[src/rtl/rss_pkg.sv]
package rss_pkg;

   // Serial command codes
   localparam logic [7:0] CMD_NONE      = 8'h00;
   localparam logic [7:0] CMD_POWER_UP  = 8'h01;
   localparam logic [7:0] CMD_START_TX  = 8'h02;
   localparam logic [7:0] CMD_START_RX  = 8'h03;
   localparam logic [7:0] CMD_CHANGE_ST = 8'h04;
   localparam logic [7:0] CMD_READ_CTS  = 8'h05;
   localparam logic [7:0] CMD_FAST_A    = 8'h50;
   localparam logic [7:0] CMD_FAST_B    = 8'h51;
   localparam logic [7:0] CMD_FAST_C    = 8'h53;
   localparam logic [7:0] CMD_FAST_D    = 8'h57;

   // Response bytes
   localparam logic [7:0] CTS_READY = 8'hFF;
   localparam logic [7:0] CTS_BUSY  = 8'h00;
   localparam logic [7:0] IDLE_BYTE = 8'h00;

   // Operating states; the low three bits of a state parameter use this code
   typedef enum logic [2:0] {
      op_shutdown, op_por, op_standby, op_sleep,
      op_spi_active, op_ready, op_tx, op_rx
   } rss_op_t;
   localparam int ST_FIELD_MSB = 2;

   // Sequencer steps toward READY, TX or RX
   typedef enum logic [2:0] {
      seq_idle, seq_ldo, seq_xtal, seq_pll, seq_cal, seq_settle, seq_pa
   } rss_seq_t;

   // Fast register source selection
   localparam logic [2:0] FRR_OFF   = 3'h0;
   localparam logic [2:0] FRR_STATE = 3'h1;
   localparam logic [2:0] FRR_INT   = 3'h2;
   localparam logic [2:0] FRR_CHIP  = 3'h3;
   localparam logic [2:0] FRR_SEQ   = 3'h4;
   localparam int         N_FAST    = 4;
   localparam int         FIDX_W    = 2;

   // Serial framing
   localparam int         BYTE_W    = 8;
   localparam logic [2:0] LAST_BIT  = 3'h7;
   localparam logic [7:0] BYTE_CMD  = 8'h00;
   localparam logic [7:0] BYTE_PAR  = 8'h01;
   localparam int         PIN_SCLK  = 0;
   localparam int         PIN_SDI   = 1;
   localparam int         PIN_SEL   = 2;

   // Timing, times in microseconds at a 40 ns clock
   localparam int CLK_PERIOD_NS = 40;
   localparam int T_POR_CAL_US  = 80;
   localparam int T_LDO_US      = 4;
   localparam int T_XTAL_US     = 100;
   localparam int T_PLL_US      = 4;
   localparam int T_CAL_US      = 40;
   localparam int T_SETTLE_US   = 50;
   localparam int T_PA_US       = 20;
   localparam int T_FRR_US      = 5;
   localparam int T_IRQ_US      = 13;
   localparam int TMR_W         = 12;
   localparam logic [TMR_W-1:0] TMR_ZERO = 12'h000;
   localparam logic [TMR_W-1:0] TMR_ONE  = 12'h001;
   localparam logic [TMR_W-1:0] POR_CYC =
      TMR_W'((T_POR_CAL_US * 1000 + CLK_PERIOD_NS - 1) / CLK_PERIOD_NS);
   localparam logic [TMR_W-1:0] LDO_CYC =
      TMR_W'((T_LDO_US * 1000 + CLK_PERIOD_NS - 1) / CLK_PERIOD_NS);
   localparam logic [TMR_W-1:0] XTAL_CYC =
      TMR_W'((T_XTAL_US * 1000 + CLK_PERIOD_NS - 1) / CLK_PERIOD_NS);
   localparam logic [TMR_W-1:0] PLL_CYC =
      TMR_W'((T_PLL_US * 1000 + CLK_PERIOD_NS - 1) / CLK_PERIOD_NS);
   localparam logic [TMR_W-1:0] CAL_CYC =
      TMR_W'((T_CAL_US * 1000 + CLK_PERIOD_NS - 1) / CLK_PERIOD_NS);
   localparam logic [TMR_W-1:0] SETTLE_CYC =
      TMR_W'((T_SETTLE_US * 1000 + CLK_PERIOD_NS - 1) / CLK_PERIOD_NS);
   localparam logic [TMR_W-1:0] PA_CYC =
      TMR_W'((T_PA_US * 1000 + CLK_PERIOD_NS - 1) / CLK_PERIOD_NS);
   localparam logic [TMR_W-1:0] FRR_CYC =
      TMR_W'((T_FRR_US * 1000 + CLK_PERIOD_NS - 1) / CLK_PERIOD_NS);
   localparam logic [TMR_W-1:0] IRQ_CYC =
      TMR_W'((T_IRQ_US * 1000 + CLK_PERIOD_NS - 1) / CLK_PERIOD_NS);

endpackage : rss_pkg

[src/rtl/rss_state_seq.sv]
`timescale 1ns/100ps
`default_nettype none

module rss_state_seq
   import rss_pkg::*;
(
   input  wire logic              clk,
   input  wire logic              rst,
   input  wire logic              ce,
   input  wire logic              shutdown_pin,
   input  wire logic              spi_sclk,
   input  wire logic              spi_sdi,
   input  wire logic              select_n,
   output logic                   spi_sdo,
   output logic                   spi_sdo_oe_n,
   input  wire logic [2:0]        fast_reg_function_select_a,
   input  wire logic [2:0]        fast_reg_function_select_b,
   input  wire logic [2:0]        fast_reg_function_select_c,
   input  wire logic [2:0]        fast_reg_function_select_d,
   input  wire logic [BYTE_W-1:0] int_status,
   input  wire logic              int_clear,
   input  wire logic              tx_done,
   input  wire logic              rx_done,
   output logic                   interrupt_request_n,
   output logic                   clear_to_send,
   output logic                   initialised,
   output logic [2:0]             op_state,
   output logic                   boot_osc_en,
   output logic                   lp_clk_en,
   output logic                   regulator_en,
   output logic                   xtal_en,
   output logic                   pll_en,
   output logic                   pll_cal_en,
   output logic                   pa_en,
   output logic                   tx_active,
   output logic                   rx_active
);

   // Next-state and fast register source helpers
   function automatic rss_op_t decode_state(logic [BYTE_W-1:0] code,
                                            rss_op_t dflt);
      rss_op_t s;
      s = rss_op_t'(code[ST_FIELD_MSB:0]);
      decode_state = (s == op_shutdown || s == op_por) ? dflt : s;
   endfunction : decode_state

   function automatic logic [TMR_W-1:0] step_len(rss_seq_t s);
      unique case (s)
         seq_idle:   step_len = TMR_ZERO;
         seq_ldo:    step_len = LDO_CYC;
         seq_xtal:   step_len = XTAL_CYC;
         seq_pll:    step_len = PLL_CYC;
         seq_cal:    step_len = CAL_CYC;
         seq_settle: step_len = SETTLE_CYC;
         seq_pa:     step_len = PA_CYC;
         default:    step_len = TMR_ZERO;
      endcase
   endfunction : step_len

   function automatic rss_seq_t step_after(rss_seq_t s, rss_op_t tgt);
      unique case (s)
         seq_ldo:    step_after = seq_xtal;
         seq_xtal:   step_after = (tgt == op_ready) ? seq_idle : seq_pll;
         seq_pll:    step_after = seq_cal;
         seq_cal:    step_after = seq_settle;
         seq_settle: step_after = (tgt == op_tx) ? seq_pa : seq_idle;
         default:    step_after = seq_idle;
      endcase
   endfunction : step_after

   function automatic logic [BYTE_W-1:0] frr_src(logic [2:0] mode,
      rss_op_t vis, logic [BYTE_W-1:0] ints, logic [BYTE_W-1:0] chip,
      rss_seq_t seq);
      unique case (mode)
         FRR_STATE: frr_src = {5'h00, vis};
         FRR_INT:   frr_src = ints;
         FRR_CHIP:  frr_src = chip;
         FRR_SEQ:   frr_src = {5'h00, seq};
         default:   frr_src = IDLE_BYTE;
      endcase
   endfunction : frr_src

   logic              sel_active;
   logic              sel_start;
   logic              sel_end;
   logic              sclk_fall;
   logic              byte_done;
   logic [BYTE_W-1:0] rx_byte;
   logic [BYTE_W-1:0] byte_cnt;

   // Serial pins, synchronised and framed
   rss_spi_port u_port (
      .clk        (clk),
      .rst        (rst),
      .ce         (ce),
      .sclk_pin   (spi_sclk),
      .sdi_pin    (spi_sdi),
      .select_n   (select_n),
      .sel_active (sel_active),
      .sel_start  (sel_start),
      .sel_end    (sel_end),
      .sclk_fall  (sclk_fall),
      .byte_done  (byte_done),
      .rx_byte    (rx_byte),
      .byte_cnt   (byte_cnt)
   );

   logic              sdn_s1_ff;
   logic              sdn_s2_ff;
   rss_op_t           op_ff, nxt_op;
   rss_seq_t          seq_ff, nxt_seq;
   rss_op_t           tgt_ff, nxt_tgt;
   rss_op_t           after_ff, nxt_after;
   rss_op_t           vis_ff;
   logic [TMR_W-1:0]  tmr_ff, nxt_tmr;
   logic [TMR_W-1:0]  age_ff;
   logic              init_ff, nxt_init;
   logic              tx_irq_ff, nxt_tx_irq;
   logic [BYTE_W-1:0] cmd_ff;
   logic [BYTE_W-1:0] param_ff;
   logic [BYTE_W-1:0] snap_ff [N_FAST];
   logic [BYTE_W-1:0] sr_ff;
   logic              load_pend_ff;
   logic [2:0]        fmode [N_FAST];
   logic              oe_n_ff, irq_n_ff, cts_ff, init_out_ff;
   logic [2:0]        state_ff;
   logic [8:0]        en_ff;

   // Command and state decoding
   logic              powered, cts_now, exec, xtal_on, pll_on;
   logic              is_tx_cmd, is_rx_cmd, is_chg_cmd, launch;
   logic              fast_hit, tx_entry, irq_event;
   logic [FIDX_W-1:0] fast_base, fast_idx;
   rss_op_t           chg_tgt, launch_tgt, launch_after;
   rss_seq_t          first_step;
   logic [BYTE_W-1:0] chip_flags, resp;

   assign fmode[0]   = fast_reg_function_select_a;
   assign fmode[1]   = fast_reg_function_select_b;
   assign fmode[2]   = fast_reg_function_select_c;
   assign fmode[3]   = fast_reg_function_select_d;
   assign powered    = (op_ff != op_shutdown) && (op_ff != op_por);
   assign cts_now    = powered && (seq_ff == seq_idle);
   assign xtal_on    = op_ff inside {op_ready, op_tx, op_rx};
   assign pll_on     = op_ff inside {op_tx, op_rx};
   assign exec       = sel_end && cts_now && init_ff;
   assign is_tx_cmd  = cmd_ff == CMD_START_TX;
   assign is_rx_cmd  = cmd_ff == CMD_START_RX;
   assign is_chg_cmd = cmd_ff == CMD_CHANGE_ST;
   assign chg_tgt    = decode_state(param_ff, op_ff);
   assign launch     = is_tx_cmd || is_rx_cmd || (is_chg_cmd &&
                       chg_tgt inside {op_ready, op_tx, op_rx});
   assign launch_tgt = is_tx_cmd ? op_tx : is_rx_cmd ? op_rx : chg_tgt;
   assign launch_after = (is_tx_cmd || is_rx_cmd) ?
                         decode_state(param_ff, op_ready) : op_ready;
   assign first_step = pll_on ? seq_settle :
                       xtal_on ? (launch_tgt == op_ready ? seq_idle : seq_pll)
                               : seq_ldo;
   assign chip_flags = {5'h00, init_ff, cts_now, tx_irq_ff};
   assign tx_entry   = (nxt_op == op_tx) && (op_ff != op_tx);
   assign irq_event  = (op_ff == op_tx) && (age_ff == IRQ_CYC - TMR_ONE);

   // Shutdown pin synchroniser
   always_ff @(posedge clk) begin
      if (rst) begin
         sdn_s1_ff <= 1'b1;
         sdn_s2_ff <= 1'b1;
      end else if (ce) begin
         sdn_s1_ff <= shutdown_pin;
         sdn_s2_ff <= sdn_s1_ff;
      end
   end

   // Operating state and sequencer next values
   always_comb begin
      nxt_op    = op_ff;
      nxt_seq   = seq_ff;
      nxt_tgt   = tgt_ff;
      nxt_after = after_ff;
      nxt_init  = init_ff;
      nxt_tmr   = (tmr_ff != TMR_ZERO) ? tmr_ff - TMR_ONE : tmr_ff;
      if (sdn_s2_ff) begin
         nxt_op   = op_shutdown;
         nxt_seq  = seq_idle;
         nxt_tmr  = TMR_ZERO;
         nxt_init = 1'b0;
      end else if (op_ff == op_shutdown) begin
         nxt_op  = op_por;
         nxt_tmr = POR_CYC;
      end else if (op_ff == op_por) begin
         if (tmr_ff == TMR_ZERO)
            nxt_op = op_standby;
      end else if (seq_ff != seq_idle) begin
         if (tmr_ff == TMR_ZERO) begin
            nxt_seq = step_after(seq_ff, tgt_ff);
            nxt_tmr = step_len(nxt_seq);
            if (nxt_seq == seq_idle)
               nxt_op = tgt_ff;
         end
      end else begin
         if ((op_ff == op_tx && tx_done) || (op_ff == op_rx && rx_done))
            nxt_op = after_ff;
         if (sel_start && op_ff inside {op_standby, op_sleep})
            nxt_op = op_spi_active;
         if (sel_end && cts_now && cmd_ff == CMD_POWER_UP)
            nxt_init = 1'b1;
         if (exec && launch) begin
            nxt_tgt   = launch_tgt;
            nxt_after = launch_after;
            nxt_seq   = first_step;
            nxt_tmr   = step_len(first_step);
            if (first_step == seq_idle)
               nxt_op = launch_tgt;
         end else if (exec && is_chg_cmd) begin
            nxt_op = chg_tgt;
         end
      end
   end

   // State registers
   always_ff @(posedge clk) begin
      if (rst) begin
         op_ff    <= op_shutdown;
         seq_ff   <= seq_idle;
         tgt_ff   <= op_ready;
         after_ff <= op_ready;
         tmr_ff   <= TMR_ZERO;
         init_ff  <= 1'b0;
      end else if (ce) begin
         op_ff    <= nxt_op;
         seq_ff   <= nxt_seq;
         tgt_ff   <= nxt_tgt;
         after_ff <= nxt_after;
         tmr_ff   <= nxt_tmr;
         init_ff  <= nxt_init;
      end
   end

   assign nxt_tx_irq = !sdn_s2_ff && (irq_event || (tx_irq_ff && !int_clear));
   always_ff @(posedge clk) begin
      if (rst) begin
         age_ff    <= TMR_ZERO;
         vis_ff    <= op_shutdown;
         tx_irq_ff <= 1'b0;
      end else if (ce) begin
         if (tx_entry)
            age_ff <= TMR_ZERO;
         else if (op_ff == op_tx && age_ff != IRQ_CYC)
            age_ff <= age_ff + TMR_ONE;
         if (op_ff != op_tx || age_ff >= FRR_CYC)
            vis_ff <= op_ff;
         tx_irq_ff <= nxt_tx_irq;   // Set wins over clear
      end
   end

   always_ff @(posedge clk) begin
      if (rst || !powered || sel_start) begin
         cmd_ff   <= CMD_NONE;
         param_ff <= IDLE_BYTE;
      end else if (ce && byte_done) begin
         if (byte_cnt == BYTE_CMD)
            cmd_ff <= rx_byte;
         else if (byte_cnt == BYTE_PAR)
            param_ff <= rx_byte;
      end
   end

   always_ff @(posedge clk) begin
      if (rst || !powered) begin
         for (int i = 0; i < N_FAST; i++)
            snap_ff[i] <= IDLE_BYTE;
      end else if (ce && sel_start) begin
         for (int i = 0; i < N_FAST; i++)
            snap_ff[i] <= frr_src(fmode[i], vis_ff, int_status,
                                  chip_flags, seq_ff);
      end
   end

   assign fast_hit  = cmd_ff inside {CMD_FAST_A, CMD_FAST_B,
                                     CMD_FAST_C, CMD_FAST_D};
   assign fast_base = (cmd_ff == CMD_FAST_B) ? 2'h1 :
                      (cmd_ff == CMD_FAST_C) ? 2'h2 :
                      (cmd_ff == CMD_FAST_D) ? 2'h3 : 2'h0;
   assign fast_idx  = fast_base + FIDX_W'(byte_cnt - BYTE_PAR);
   // fast data needs no ready wait
   assign resp = fast_hit ? snap_ff[fast_idx] :
                 (cmd_ff == CMD_READ_CTS && byte_cnt == BYTE_PAR) ?
                 (cts_now ? CTS_READY : CTS_BUSY) : IDLE_BYTE;

   always_ff @(posedge clk) begin
      if (rst || !powered || sel_start) begin
         sr_ff        <= IDLE_BYTE;
         load_pend_ff <= 1'b0;
      end else if (ce) begin
         if (byte_done)
            load_pend_ff <= 1'b1;
         if (sclk_fall) begin
            load_pend_ff <= 1'b0;
            sr_ff <= load_pend_ff ? resp : {sr_ff[BYTE_W-2:0], 1'b0};
         end
      end
   end

   // Registered pin and status outputs
   always_ff @(posedge clk) begin
      if (rst) begin
         oe_n_ff     <= 1'b1;
         irq_n_ff    <= 1'b1;
         cts_ff      <= 1'b0;
         init_out_ff <= 1'b0;
         state_ff    <= 3'h0;
      end else if (ce) begin
         oe_n_ff     <= !(sel_active && nxt_op != op_shutdown &&
                          nxt_op != op_por);
         irq_n_ff    <= !(nxt_tx_irq || (|int_status));
         cts_ff      <= !sdn_s2_ff && nxt_seq == seq_idle &&
                        nxt_op != op_shutdown && nxt_op != op_por;
         init_out_ff <= nxt_init;
         state_ff    <= nxt_op;
      end
   end

   // Analog block enables from the next state, so they track state exactly
   always_ff @(posedge clk) begin
      if (rst) begin
         en_ff <= 9'h000;
      end else if (ce) begin
         en_ff[0] <= !(nxt_op inside {op_shutdown, op_standby, op_sleep});
         en_ff[1] <= nxt_op == op_sleep;
         en_ff[2] <= nxt_seq != seq_idle ||
                     nxt_op inside {op_ready, op_tx, op_rx};
         en_ff[3] <= (nxt_seq != seq_idle && nxt_seq != seq_ldo) ||
                     nxt_op inside {op_ready, op_tx, op_rx};
         en_ff[4] <= nxt_seq inside {seq_pll, seq_cal, seq_settle, seq_pa} ||
                     nxt_op inside {op_tx, op_rx};
         en_ff[5] <= nxt_seq == seq_cal;
         en_ff[6] <= nxt_seq == seq_pa ||
                     (nxt_seq == seq_idle && nxt_op == op_tx);
         en_ff[7] <= nxt_seq == seq_idle && nxt_op == op_tx;
         en_ff[8] <= nxt_seq == seq_idle && nxt_op == op_rx;
      end
   end

   assign spi_sdo             = sr_ff[BYTE_W-1];
   assign spi_sdo_oe_n        = oe_n_ff;
   assign interrupt_request_n = irq_n_ff;
   assign clear_to_send       = cts_ff;
   assign initialised         = init_out_ff;
   assign op_state            = state_ff;
   assign boot_osc_en         = en_ff[0];
   assign lp_clk_en           = en_ff[1];
   assign regulator_en        = en_ff[2];
   assign xtal_en             = en_ff[3];
   assign pll_en              = en_ff[4];
   assign pll_cal_en          = en_ff[5];
   assign pa_en               = en_ff[6];
   assign tx_active           = en_ff[7];
   assign rx_active           = en_ff[8];

endmodule : rss_state_seq

`default_nettype wire

[src/rtl/rss_spi_port.sv]
`timescale 1ns/100ps
`default_nettype none

module rss_spi_port
   import rss_pkg::*;
(
   input  wire logic             clk,
   input  wire logic             rst,
   input  wire logic             ce,
   input  wire logic             sclk_pin,
   input  wire logic             sdi_pin,
   input  wire logic             select_n,
   output logic                  sel_active,
   output logic                  sel_start,
   output logic                  sel_end,
   output logic                  sclk_fall,
   output logic                  byte_done,
   output logic [BYTE_W-1:0]     rx_byte,
   output logic [BYTE_W-1:0]     byte_cnt
);

   logic [2:0]        s1_ff;
   logic [2:0]        s2_ff;
   logic [2:0]        s3_ff;
   logic [2:0]        bit_ff;
   logic [BYTE_W-1:0] sr_ff;
   logic [BYTE_W-1:0] cnt_ff;
   logic              sclk_rise;

   // Two-stage pin synchroniser plus one history stage for edges
   always_ff @(posedge clk) begin
      if (rst) begin
         s1_ff <= 3'h4;
         s2_ff <= 3'h4;
         s3_ff <= 3'h4;
      end else if (ce) begin
         s1_ff <= {select_n, sdi_pin, sclk_pin};
         s2_ff <= s1_ff;
         s3_ff <= s2_ff;
      end
   end

   // Edge decoding on the synchronised copies
   assign sel_active = ~s2_ff[PIN_SEL];
   assign sel_start  = s3_ff[PIN_SEL] & ~s2_ff[PIN_SEL];
   assign sel_end    = ~s3_ff[PIN_SEL] & s2_ff[PIN_SEL];
   assign sclk_rise  = sel_active & ~s3_ff[PIN_SCLK] & s2_ff[PIN_SCLK];
   assign sclk_fall  = sel_active & s3_ff[PIN_SCLK] & ~s2_ff[PIN_SCLK];
   assign byte_done  = sclk_rise & (bit_ff == LAST_BIT);
   assign rx_byte    = {sr_ff[BYTE_W-2:0], s2_ff[PIN_SDI]};
   assign byte_cnt   = cnt_ff;

   // Input shifter, data taken on the rising clock edge
   always_ff @(posedge clk) begin
      if (rst || sel_start) begin
         bit_ff <= 3'h0;
         sr_ff  <= IDLE_BYTE;
         cnt_ff <= BYTE_CMD;
      end else if (ce && sclk_rise) begin
         bit_ff <= bit_ff + 3'h1;
         sr_ff  <= rx_byte;
         if (byte_done && cnt_ff != 8'hFF)
            cnt_ff <= cnt_ff + 8'h01;   // Saturates on long bursts
      end
   end

endmodule : rss_spi_port

`default_nettype wire

[config.mk]
export PLATFORM = sky130hd
export DESIGN_NAME = rss_state_seq
export DESIGN_NICKNAME = d
export VERILOG_FILES = /design/src/rtl/rss_pkg.sv /design/src/rtl/rss_state_seq.sv /design/src/rtl/rss_spi_port.sv
export SDC_FILE = /design/constraint.sdc
export NUM_CORES = 1
export LEC_CHECK = 0
export ABC_AREA = 1
export BUFFER_PORTS_ARGS = -buffer_cell sky130_fd_sc_hd__buf_2
export CAP_MARGIN = 20
export CORE_MARGIN = 2
export CORE_UTILIZATION = 35
export CTS_CLUSTER_SIZE = 16
export DETAILED_ROUTE_END_ITERATION = 10
export PLACE_DENSITY = 0.51
export SLEW_MARGIN = 20
export SYNTH_ARGS = -nofsm -noshare
export SYNTH_HDL_FRONTEND = slang
export SYNTH_HIERARCHICAL = 1
export SYNTH_SLANG_ARGS = --single-unit
[constraint.sdc]
create_clock -name clk -period 3.2 [get_ports clk]
set_input_delay 0.32 -clock clk [delete_from_list [all_inputs] [get_ports clk]]
set_output_delay 0.32 -clock clk [all_outputs]
set_load 0.02 [all_outputs]
Word level (Yosys, flattened, before mapping)
Memories as Yosys holds them, arrays and structs flattened.
Cells that the tools add are included.
- bits in registers: 102
- RAM bits: 32
- output and inout bits: 17
- word-level logic and storage cells: 296
- memories kept: 1
- add/subtract/negate cells: 6
- $lt $le $gt $ge: 1
- equality and inequality tests: 76
- multiplexer cells: 80
- bitwise operators: 20
- reduce and logical (&&, ||, !) cells: 87
- memory list (name ; depth ; width ; read ports ; clocked after Yosys merged registers in ; write ports ; line ; source):
    snap_ff ; 4 ; 8 ; 1 ; 0 ; 4 ; rss_state_seq.sv:121 ; logic [BYTE_W-1:0] snap_ff [N_FAST];
- operator list (kind ; number):
    $mux 8 ; 16
    $pmux 8 s4 ; 4
    $pmux 12 s5 ; 2
    $mux 12 ; 9
    $mux 3 ; 30
    $eq 3x3->1 const B ; 28
    $eq 3x2->1 const B ; 19
    $eq 8x7->1 const B ; 4
    $logic_and 1x1->1 ; 29
    $eq 3x1->1 const B ; 9
    $reduce_bool 3->1 ; 8
    $logic_not 3->1 ; 7
    $eq 8x1->1 const B ; 2
    $eq 8x2->1 const B ; 2
    $eq 8x3->1 const B ; 2
    $pmux 3 s5 ; 1
    $logic_or 1x1->1 ; 14
    $add 12x1->12 const B ; 1
    $eq 12x9->1 const B ; 1
    $ge 12x7->1 const B ; 1
    $logic_not 12->1 ; 1
    $mux 1 ; 12
    $mux 2 ; 6
    $ne 12x9->1 const B ; 1
    23 further kinds ; 61

Depth between registers and ports, before layout
Gate-level depths: netlist of the first run.
- word-level depth: 20
- depth in mapped cells: 21
- mapped depth without buffers: 21

Cells and area by module
Netlist of the first run, hierarchy kept.
- modules (own cells, without submodules) (module ; instances ; cells each ; area an instance (um^2) ; sequential area each (um^2)):
    rss_state_seq ; 1 ; 908 ; 6348.6 ; 2462.4
    rss_spi_port ; 1 ; 167 ; 1267.5 ; 520.5

Worst setup path before layout of the first run
Ideal clock, no wire load.
- kind: register to register
- from: register u_port.s2_ff[2]
- to: memory snap_ff[0][0], enable pin
- arrival: 2.935 ns
- path slack: -0.201 ns
- cell stages (with the launch flop): 4
- buffers on the path: 0
- path through: dfxtp_1 nor2_2 inv_1 o21ai_0
- RTL lines (what ; line ; source):
    start: declaration ; rss_spi_port.sv:23 ; logic [2:0] s2_ff;
    start signal: assignment ; rss_spi_port.sv:34 ; s2_ff <= 3'h4;
    start signal: assignment ; rss_spi_port.sv:38 ; s2_ff <= s1_ff;
    end: declaration ; rss_state_seq.sv:121 ;

==> flow_metrics.env, run 1 <==
export IMPL_first_pass_iters=5
export IMPL_avgSynthCellArea_um2=7.08
export IMPL_drv_slew=0
export IMPL_worst_pin_slew_ns=0.745
export IMPL_syn_cell_area_um2=7620
export IMPL_numPortBuffers=46
export IMPL_synth_seq_cells=133
export IMPL_wl_per_cell_um=15.4
export IMPL_slew_headroom=0.499
export IMPL_dp_hpwl_mm=15.7
export IMPL_die_x_um=152
export IMPL_grt_overflow_total=0
export IMPL_via_per_inst=5.19
export IMPL_timing_final_crit_share=0.877
export IMPL_routed_wl_mm=21.7
export IMPL_wl_met1_mm=10.3
export IMPL_max_stage_delay_ns=0.50
export IMPL_period_needed_ns=2.81
export IMPL_drc=0
export IMPL_grt_pass1_vias=6745
export IMPL_area_growth_pct=14.0
export IMPL_p_per_area_nw_per_um2=500
export IMPL_synth_nets=1115
export IMPL_setup_violations=0
export IMPL_place_congestion=0.935
export IMPL_synth_top_area_frac=0.265
export IMPL_status="finished, final reports clean"
export IMPL_grt_usage=0.195
export IMPL_rsz0062_at_grt="false"
export IMPL_grt_pass1_wl_mm=35.0
export IMPL_drive_gt1_frac=0.124
export IMPL_n_antenna_cell=0
export IMPL_path_cells="inv_2 -> nand3_2 -> nand4_4 -> nor2_4 -> nand3_2 -> nor2_1 -> nor2_1 -> nand2_1 -> nand2_1 -> nor2_4 -> nand3_4 -> nand2_4 -> nand2_1 -> a21oi_1"
export IMPL_clock_sinks=133
export IMPL_fmax_ghz=0.356
export IMPL_die_area_um2=23000
export IMPL_cp_top_family="simple AND/OR/NAND/NOR gates"
export IMPL_start_kind="flip-flop"
export IMPL_start_util=0.359
export IMPL_cts_resized=0
export IMPL_cts_max_level=4
export IMPL_critPathArrivalTime_ns=3.15
export IMPL_r2r_setup_slack_ns=0.39
export IMPL_ctsHoldBuffers=0
export IMPL_clk_pin_slew_ns=0.06
export IMPL_post_cts_buffers=0
export IMPL_synthTopCellsByArea="dfxtp_1 27%, edfxtp_1 13%, nand2_1 10%"
export IMPL_postSynthCellCount=1075
export IMPL_fin_area_um2=8680
export IMPL_worstPathMaxFanout=13
export IMPL_fin_cells=1405
export IMPL_core_um2=21200
export IMPL_die_y_um=152
export IMPL_cp_required_ns=3.54
export IMPL_cts_made_buffers=17
export IMPL_end_kind="flip-flop"
export IMPL_timing_critical_path_buf_inv=1
export IMPL_hold_violations=0
export IMPL_ys_seq_area_frac=0.392
export IMPL_synth_cell_type_count=49
export IMPL_fp_row_count=53
export IMPL_antenna_found_initial=0
export IMPL_hp_class="primary input to flip-flop"
export IMPL_wl_met3_mm=1.25
export IMPL_cts_tree="done"
export IMPL_p_leak_nw=3.65
export IMPL_clock_latency_ns=0.42
export IMPL_grt_max_degree=33
export IMPL_dpl_cell_area_um2=8090
export IMPL_antenna_left=0
export IMPL_irDropWorstVdd_mv=0.291
export IMPL_cts_root_buf="clkbuf_16"
export IMPL_ios=47
export IMPL_clockBufferDepth=2
export IMPL_critPathKind="flip-flop to flip-flop"
export IMPL_dp_cells=1374
export IMPL_drt_iter0_markers=573
export IMPL_vias=7288
export IMPL_final_setup_skew_ns=0.0150
export IMPL_yosys_area_top_type="dfxtp_1"
export IMPL_crit_top_cell="nand2_1"
export IMPL_yosysWarnings=6
export IMPL_total_power_mw=4.34
export IMPL_dr_wl_met2_mm=9.81
export IMPL_routed_top_layer="met4"
export IMPL_critical_path_slowest_cell="dfxtp_1"
export IMPL_final_nets=1158
export IMPL_maxCapViolCount=0
export IMPL_tns_ns=0
metrics by stage:
step | hold WS, ns | util | setup WS [ns]
after floorplan | 0.420 | - | 0.665
after global placement | 0.451 | 0.381 | 0.466
after detailed placement | 0.457 | 0.381 | 0.442
after CTS | 0.111 | 0.409 | 0.430
after global routing | 0.128 | 0.409 | 0.115
final | 0.119 | 0.409 | 0.394
Yosys cell counts (all sizes together):
| cell type | count |
|---|---|
| clkinv | 1 |
| nor2 | 178 |
| a211oi | 8 |
| a31oi | 3 |
| nand4 | 20 |
| nor3 | 18 |
| edfxtp | 32 |
| o22ai | 15 |
| o31ai | 4 |
| o211ai | 7 |
| a21oi | 82 |
| clkbuf | 19 |
| xnor2 | 3 |
| nor4 | 6 |
| a221oi | 13 |
| and2 | 1 |
| nand2 | 225 |
| or2 | 1 |
| a21boi | 1 |
| dfxtp | 101 |
| o32ai | 2 |
| ha | 10 |
| o311ai | 4 |
| o21ai | 66 |
| o2111ai | 1 |
| xor2 | 9 |
| inv | 129 |
| nand3 | 102 |
| buf | 12 |
| o221ai | 1 |
| or3 | 1 |
metal layers:
metal  up-vias  GRT usage
met5         -          0
met4         0     0.0597
met3        18     0.0362
met2       208      0.307
met1      3365      0.272
li1       3697          -
final cells by class:
cell class / count / area, um2
clock buffer: 22 / 464
clock inverter: 9 / 128
fill: 2227 / 12500
inverter: 130 / 492
multi-input combinational: 781 / 3970
sequential: 133 / 2980
tap: 275 / 344
timing repair buffer: 55 / 298
power breakdown:
group	total (mW)	internal [mW]	switching, mW
Combinational	0.514	0.159	0.354
Sequential	1.82	1.78	0.0368
Clock	2.01	1.26	0.749
cell usage in the layout (no fill, tap or decap), types with 7 or more instances in the layout:
| cell type | Yosys | layout |
|---|---|---|
| nand2_1 | 212 | 212 |
| nor2_1 | 157 | 157 |
| inv_1 | 121 | 121 |
| dfxtp_1 | 101 | 101 |
| nand3_1 | 95 | 95 |
| a21oi_1 | 81 | 81 |
| o21ai_0 | 53 | 52 |
| buf_2 | 1 | 46 |
| edfxtp_1 | 32 | 32 |
| nand4_1 | 19 | 19 |
| nor3_1 | 17 | 17 |
| clkbuf_16 | 0 | 17 |
| o22ai_1 | 15 | 15 |
| a221oi_1 | 13 | 13 |
| nor2_2 | 12 | 12 |
| o21ai_1 | 12 | 12 |
| ha_1 | 10 | 10 |
| xor2_1 | 9 | 9 |
| buf_4 | 5 | 9 |
| nor2_4 | 8 | 8 |
| a211oi_1 | 8 | 8 |
| inv_2 | 7 | 7 |
| nand2_4 | 7 | 7 |
| o211ai_1 | 7 | 7 |
cell families (layout without fill, tap and decap cells):
family / count (synthesis) / count (layout) / synth area share
AOI/OAI and AO/OA: 207 / 207 / 0.157
xor gates and xnor gates: 12 / 12 / 0.0138
adders and majority gates: 10 / 10 / 0.0164
buffers and inverters: 161 / 216 / 0.0874
DFF: 133 / 133 / 0.392
and+or+nand+nor: 552 / 552 / 0.333
worst reg2reg max path, delay by kind of cell (launching register included):
family,cells,cell delay (ns)
AND/OR/NAND/NOR,12,1.93
flip-flops,1,0.50
buffers and inverters,1,0.18
AO/OA/AOI/OAI,1,0.13
sequential cells by signal (all words and copies together) (netlist names), 2 cells and up:
signal,count
tgt_ff,3
seq_ff,3
age_ff,12
cmd_ff,8
snap_ff,32
param_ff,3
u_port/bit_ff,3
after_ff,3
u_port/sr_ff,7
u_port/byte_cnt,8
u_port/s1_ff,3
tmr_ff,12
vis_ff,3
en_ff,9
op_state,3
u_port/s3_ff,2
sr_ff,8
u_port/s2_ff,3
worst paths after layout:
kind / startpoint / to / depth (start not counted)
worst min register to register: sr_ff[6] / sr_ff[6] / 2
worst max-delay path: op_state[2] / age_ff[8] / 14
worst max register to register: op_state[2] / age_ff[8] / 14
worst min-delay path: select_n / u_port/s1_ff[2] / 3
Note: power is estimated with default switching activity, not from simulation.
==> run 2, diff against run 1 <==
--- a/config.mk
+++ b/config.mk
@@ -13,6 +13,7 @@
 export CTS_CLUSTER_SIZE = 16
 export DETAILED_ROUTE_END_ITERATION = 10
 export PLACE_DENSITY = 0.51
+export SETUP_SLACK_MARGIN = 0.5
 export SLEW_MARGIN = 20
 export SYNTH_ARGS = -nofsm -noshare
 export SYNTH_HDL_FRONTEND = slang
==> flow_metrics.env, run 2 (synthesis gave the netlist of run 1 again) <==
export IMPL_p_sw_mw=1.15
export IMPL_nFillCells=2213
export IMPL_p_seq_frac=0.417
export IMPL_start_util=0.359
export IMPL_largestRegisters="snap_ff x32, age_ff x12, tmr_ff x12"
export IMPL_setup_ws_ns=0.695
export IMPL_final_nets=1167
export IMPL_irDropWorstVdd_mv=0.286
export IMPL_r2r_setup_slack_ns=0.70
export IMPL_hold_violations=0
export IMPL_antenna_found_initial=0
export IMPL_worst_pin_slew_ns=0.732
export IMPL_cts_max_level=4
export IMPL_most_common_layout_cells="212 x nand2_1, 152 x nor2_1, 119 x inv_1"
export IMPL_timing_final_crit_share=0.783
export IMPL_n_antenna_cell=0
export IMPL_maxCapViolCount=0
export IMPL_grt_pass1_wl_mm=35.0
export IMPL_ios=47
export IMPL_setup_violations=0
export IMPL_grt_pass1_vias=6754
export IMPL_largest_register="snap_ff"
export IMPL_power_frac_comb=0.120
export IMPL_place_ws_ns=0.442
export IMPL_fmax_ghz=0.399
export IMPL_cts_root_buf="clkbuf_16"
export IMPL_wl_per_cell_um=15.5
export IMPL_status="finished, final reports clean"
export IMPL_drv_slew=0
export IMPL_grt_usage=0.195
export IMPL_layout_commonest_cell="nand2_1"
export IMPL_final_setup_skew_ns=0.0128
export IMPL_hold_end="u_port/s1_ff[2]"
export IMPL_worstPathMaxFanout=13
export IMPL_drive_gt1_frac=0.150
export IMPL_cts_tree="done"
export IMPL_r2r_start="seq_ff[0]"
export IMPL_cp_required_ns=3.54
export IMPL_numPortBuffers=46
export IMPL_vias=7344
export IMPL_core_um2=21200
export IMPL_clockBufferDepth=2
export IMPL_critPathKind="flip-flop to flip-flop"
export IMPL_ctsHoldBuffers=0
export IMPL_fp_row_count=53
export IMPL_hold_depth=3
export IMPL_rr_worst_depth=15
export IMPL_slew_headroom=0.508
export IMPL_r2r_end="age_ff[8]"
export IMPL_first_pass_iters=5
export IMPL_routed_wl_mm=21.9
export IMPL_dp_hpwl_mm=15.7
export IMPL_clock_latency_ns=0.42
export IMPL_die_y_um=152
export IMPL_swShare=0.264
export IMPL_via_per_inst=5.19
export IMPL_antenna_left=0
export IMPL_clk_pin_slew_ns=0.06
export IMPL_tns_ns=0
export IMPL_largest_reg_flops=32
export IMPL_drt_iter0_markers=590
export IMPL_pwr_share_clk=0.462
export IMPL_rsz0062_at_grt="false"
export IMPL_die_x_um=152
export IMPL_p_per_area_nw_per_um2=491
export IMPL_critPathArrivalTime_ns=2.85
export IMPL_place_congestion=0.935
export IMPL_area_growth_pct=16.4
export IMPL_cts_made_buffers=17
export IMPL_hp_class="primary input to flip-flop"
export IMPL_period_needed_ns=2.50
export IMPL_hp_start="select_n"
export IMPL_p_leak_nw=3.69
export IMPL_start_kind="flip-flop"
export IMPL_grt_max_degree=33
export IMPL_drc=0
export IMPL_grt_overflow_total=0
export IMPL_clock_sinks=133
export IMPL_p_int_mw=3.20
export IMPL_die_area_um2=23000
export IMPL_end_kind="flip-flop"
-- run 2: cell types whose count changed in the layout (fill, tap and decap cells not counted), sizes merged --
cell	before	now
buf	55	64
clkinvlp	1	2
inv	130	129
-- run 2: worst max-delay path, cell delays in order, from the launching register on --
cell and delay [ns]:
dfxtp_1 0.36, inv_2 0.18, nand2_2 0.09, nor2_4 0.17
nand4_4 0.12, nor2_4 0.20, nand3_4 0.19, nor2_1 0.15
nor2_1 0.05, nand2_1 0.05, nand2_1 0.11, nor2_4 0.21
nand3_4 0.19, nand2_4 0.16, nand2_1 0.07, a21oi_1 0.13
-- run 2: routing by layer --
metal | global-route usage | vias up | share of wire
met1 | 0.272 | 3415 | 0.48
met4 | 0.0597 | 0 | 0.015
met2 | 0.308 | 190 | 0.45
met3 | 0.0362 | 21 | 0.052
li1 | - | 3718 | -
met5 | 0 | - | 0
-- run 2: stage by stage --
| stage | utilization | cell area (um2) | hold WS (ns) | cells | power, mW |
|---|---|---|---|---|---|
| 6_report | 0.418 | 8860 | 0.120 | 1414 | 4.35 |
| 5_1_grt | 0.418 | 8860 | 0.128 | 1414 | 4.53 |
| 4_1_cts | 0.409 | 8690 | 0.111 | 1406 | 4.40 |
| 3_5_place_dp | 0.381 | 8090 | 0.457 | 1374 | 2.36 |
| 3_3_place_gp | 0.381 | 8090 | 0.451 | 1374 | 2.36 |
| 2_1_floorplan | - | 7620 | 0.420 | 1075 | 2.21 |
-- run 2: power by group through the flow --
stage / Sequential [mW] / Clock [mW] / Combinational [mW]
after floorplan: 1.85 / 0 / 0.356
after global placement: 1.85 / 0 / 0.512
after CTS: 1.82 / 2.06 / 0.515
after detailed placement: 1.85 / 0 / 0.510
after global routing: 1.82 / 2.12 / 0.583
final: 1.82 / 2.01 / 0.523
-- run 2: final cells by class --
class	instances	area [um2]	area share
Multi-Input combinational cell	781	4080	0.460
Sequential cell	133	2990	0.337
Inverter	130	498	0.0562
Clock buffer	22	464	0.0524
Timing Repair Buffer	64	365	0.0412
Tap cell	275	344	0.0388
Clock inverter	9	128	0.0144
-- run 2: worst max-delay path by stage --
stage / startpoint / to / slack, ns / cells after the start
2_1_floorplan: u_port/s2_ff[2] / snap_ff[0][0] / 0.66 / 3
3_3_place_gp: op_state[2] / age_ff[3] / 0.47 / 14
5_1_grt: tmr_ff[0] / age_ff[8] / 0.51 / 16
4_1_cts: cmd_ff[7] / sr_ff[1] / 0.54 / 16
6_report: seq_ff[0] / age_ff[8] / 0.70 / 15
3_5_place_dp: op_state[2] / age_ff[3] / 0.44 / 14
-- run 2: timing repair --
action	CTS	global route
endpoints found under the setup margin	8	21
setup buffers	1	8
pin swaps	1	12
resized for setup	1	31
==> run 3, diff against run 2 <==
==> constraint.sdc (replaced) <==
create_clock -name clk -period 2.2 [get_ports clk]
set_input_delay 0.22 -clock clk [delete_from_list [all_inputs] [get_ports clk]]
set_output_delay 0.22 -clock clk [all_outputs]
set_load 0.02 [all_outputs]
==> flow_metrics.env, run 3 (synthesis gave the netlist of run 1 again) <==
export IMPL_largest_register="snap_ff"
export IMPL_dp_hpwl_mm=16.9
export IMPL_hold_violations=0
export IMPL_dp_cells=1457
export IMPL_end_kind="flip-flop"
export IMPL_core_um2=21200
export IMPL_rr_worst_depth=15
export IMPL_cts_tree="done"
export IMPL_area_growth_pct=41.6
export IMPL_routed_wl_mm=24.4
export IMPL_r2r_start="seq_ff[2]"
export IMPL_grt_pass1_wl_mm=37.5
export IMPL_grt_pass1_vias=7276
export IMPL_antenna_found_initial=0
export IMPL_timing_final_crit_share=1.01
export IMPL_cts_made_buffers=17
export IMPL_start_util=0.359
export IMPL_crit_end="age_ff[8]"
export IMPL_hp_start="spi_sclk"
export IMPL_fp_row_count=53
export IMPL_r2r_end="age_ff[8]"
export IMPL_fin_cells=1547
export IMPL_swShare=0.288
export IMPL_clk_pin_slew_ns=0.06
export IMPL_grt_overflow_total=0
export IMPL_status="complete, but fails checks"
export IMPL_fin_area_um2=10800
export IMPL_die_y_um=152
export IMPL_hp_class="primary input to flip-flop"
export IMPL_p_leak_nw=4.55
export IMPL_irDropWorstVdd_mv=0.443
export IMPL_first_pass_iters=5
export IMPL_clockBufferDepth=2
export IMPL_vias=7929
export IMPL_dpl_cell_area_um2=8860
export IMPL_via_per_inst=5.13
export IMPL_nFillCells=2084
export IMPL_rsz0062_at_grt="true"
export IMPL_antenna_left=0
export IMPL_final_nets=1299
export IMPL_layout_commonest_cell="nand2_1"
export IMPL_power_frac_comb=0.171
export IMPL_final_setup_skew_ns=0.0116
export IMPL_r2r_setup_slack_ns=-0.03
export IMPL_worstPathMaxFanout=8
export IMPL_p_int_mw=4.71
export IMPL_setup_ws_ns=-0.0326
export IMPL_worst_pin_slew_ns=0.714
export IMPL_ios=47
export IMPL_slew_headroom=0.520
export IMPL_drv_slew=0
export IMPL_clock_sinks=133
export IMPL_grt_usage=0.210
export IMPL_pwr_share_clk=0.429
export IMPL_multi_input_area_um2=4810
export IMPL_critPathKind="flip-flop to flip-flop"
export IMPL_drc=0
export IMPL_p_per_area_nw_per_um2=614
export IMPL_setup_violations=2
export IMPL_start_kind="flip-flop"
export IMPL_most_common_layout_cells="184 x nand2_1, 137 x nor2_1, 115 x buf_4"
export IMPL_largestRegisters="snap_ff x32, age_ff x12, tmr_ff x12"
export IMPL_grt_max_degree=42
export IMPL_maxCapViolCount=0
export IMPL_seqCellArea_um2=3020
export IMPL_drive_gt1_frac=0.349
export IMPL_numPortBuffers=46
export IMPL_startpoint="seq_ff[2]"
export IMPL_wl_per_cell_um=15.8
export IMPL_clock_latency_ns=0.43
export IMPL_critPathArrivalTime_ns=2.59
export IMPL_largest_reg_flops=32
export IMPL_die_area_um2=23000
export IMPL_fmax_ghz=0.448
export IMPL_period_needed_ns=2.23
export IMPL_n_antenna_cell=0
export IMPL_cts_root_buf="clkbuf_16"
export IMPL_cts_max_level=4
export IMPL_p_sw_mw=1.91
export IMPL_cp_required_ns=2.56
export IMPL_violations="negative setup slack"
export IMPL_place_congestion=0.852
export IMPL_place_ws_ns=-0.0137
export IMPL_p_seq_frac=0.399
export IMPL_drt_iter0_markers=537
export IMPL_die_x_um=152
run 3: cell count changes in the layout (fill, tap and decap cells not counted), sizes merged, moves of 2 or more:
cell      previous run  this run
o21ai               66        68
clkinvlp             2         5
clkbuf              22        17
buf                 64       192
inv                129       133
run 3: area by class of cell:
| type | instances | area share |
|---|---|---|
| Clock buffer | 17 | 0.0394 |
| Clock inverter | 15 | 0.0142 |
| Inverter | 130 | 0.0490 |
| Timing Repair Buffer | 193 | 0.140 |
| Multi-Input combinational cell | 784 | 0.446 |
| Sequential cell | 133 | 0.280 |
| Tap cell | 275 | 0.0319 |
run 3: worst max-delay path, cell delays in order (launching register included):
cell and delay (ns):
dfxtp_2 0.32, inv_2 0.08, nand2_4 0.06, nor2_4 0.15
nand4_4 0.14, nor2_4 0.22, nand3_4 0.13, nor2_2 0.12
nor2_1 0.05, nand2_1 0.06, nand2_2 0.08, nor2_4 0.19
nand3_4 0.19, nand2_8 0.16, nand2_1 0.07, a21oi_1 0.13
run 3: how the worst min path moves through the flow:
stage                 endpoint  cells after the start  slack, ns
2_1_floorplan  u_port/s2_ff[2]                      2       0.32
3_3_place_gp   u_port/s1_ff[2]                      3       0.44
6_report       u_port/s1_ff[0]                      3       0.02
5_1_grt              sdn_s1_ff                      3       0.02
3_5_place_dp   u_port/s1_ff[2]                      3       0.44
4_1_cts        u_port/s1_ff[0]                      3      0.004
run 3: power groups by stage:
stage / Combinational [mW] / Sequential (mW) / Clock (mW)
3_3_place_gp: 0.870 / 2.70 / 0
2_1_floorplan: 0.536 / 2.70 / 0
4_1_cts: 0.982 / 2.64 / 2.89
3_5_place_dp: 0.868 / 2.69 / 0
5_1_grt: 1.23 / 2.65 / 2.99
6_report: 1.13 / 2.64 / 2.84
run 3: routing by layer:
| layer | part of all wire | routed length, um | up-vias | global-route usage |
|---|---|---|---|---|
| li1 | - | - | 4005 | - |
| met2 | 0.46 | 11200 | 179 | 0.325 |
| met3 | 0.053 | 1290 | 29 | 0.0533 |
| met1 | 0.48 | 11600 | 3716 | 0.293 |
| met5 | 0 | 0 | - | 0 |
| met4 | 0.014 | 345 | 0 | 0.0546 |
run 3: what timing repair did:
action | in CTS | in global routing
setup buffers | 32 | 22
gates resized for setup | 116 | 118
pin swaps | 41 | 44
setup endpoints to repair | 134 | 134
hold endpoints to repair | 1 | 0
cloned | 1 | 2
hold buffers | 1 | 0
run 3: through the flow:
step | util | hold slack, ns | power [mW] | setup TNS (ns)
6_report | 0.508 | 0.0162 | 6.62 | -0.0644
5_1_grt | 0.508 | 0.0244 | 6.87 | -2.72
4_1_cts | 0.475 | 0.00379 | 6.52 | 0
3_5_place_dp | 0.417 | 0.439 | 3.56 | -0.0185
3_3_place_gp | 0.417 | 0.436 | 3.57 | 0
2_1_floorplan | - | 0.320 | 3.23 | 0
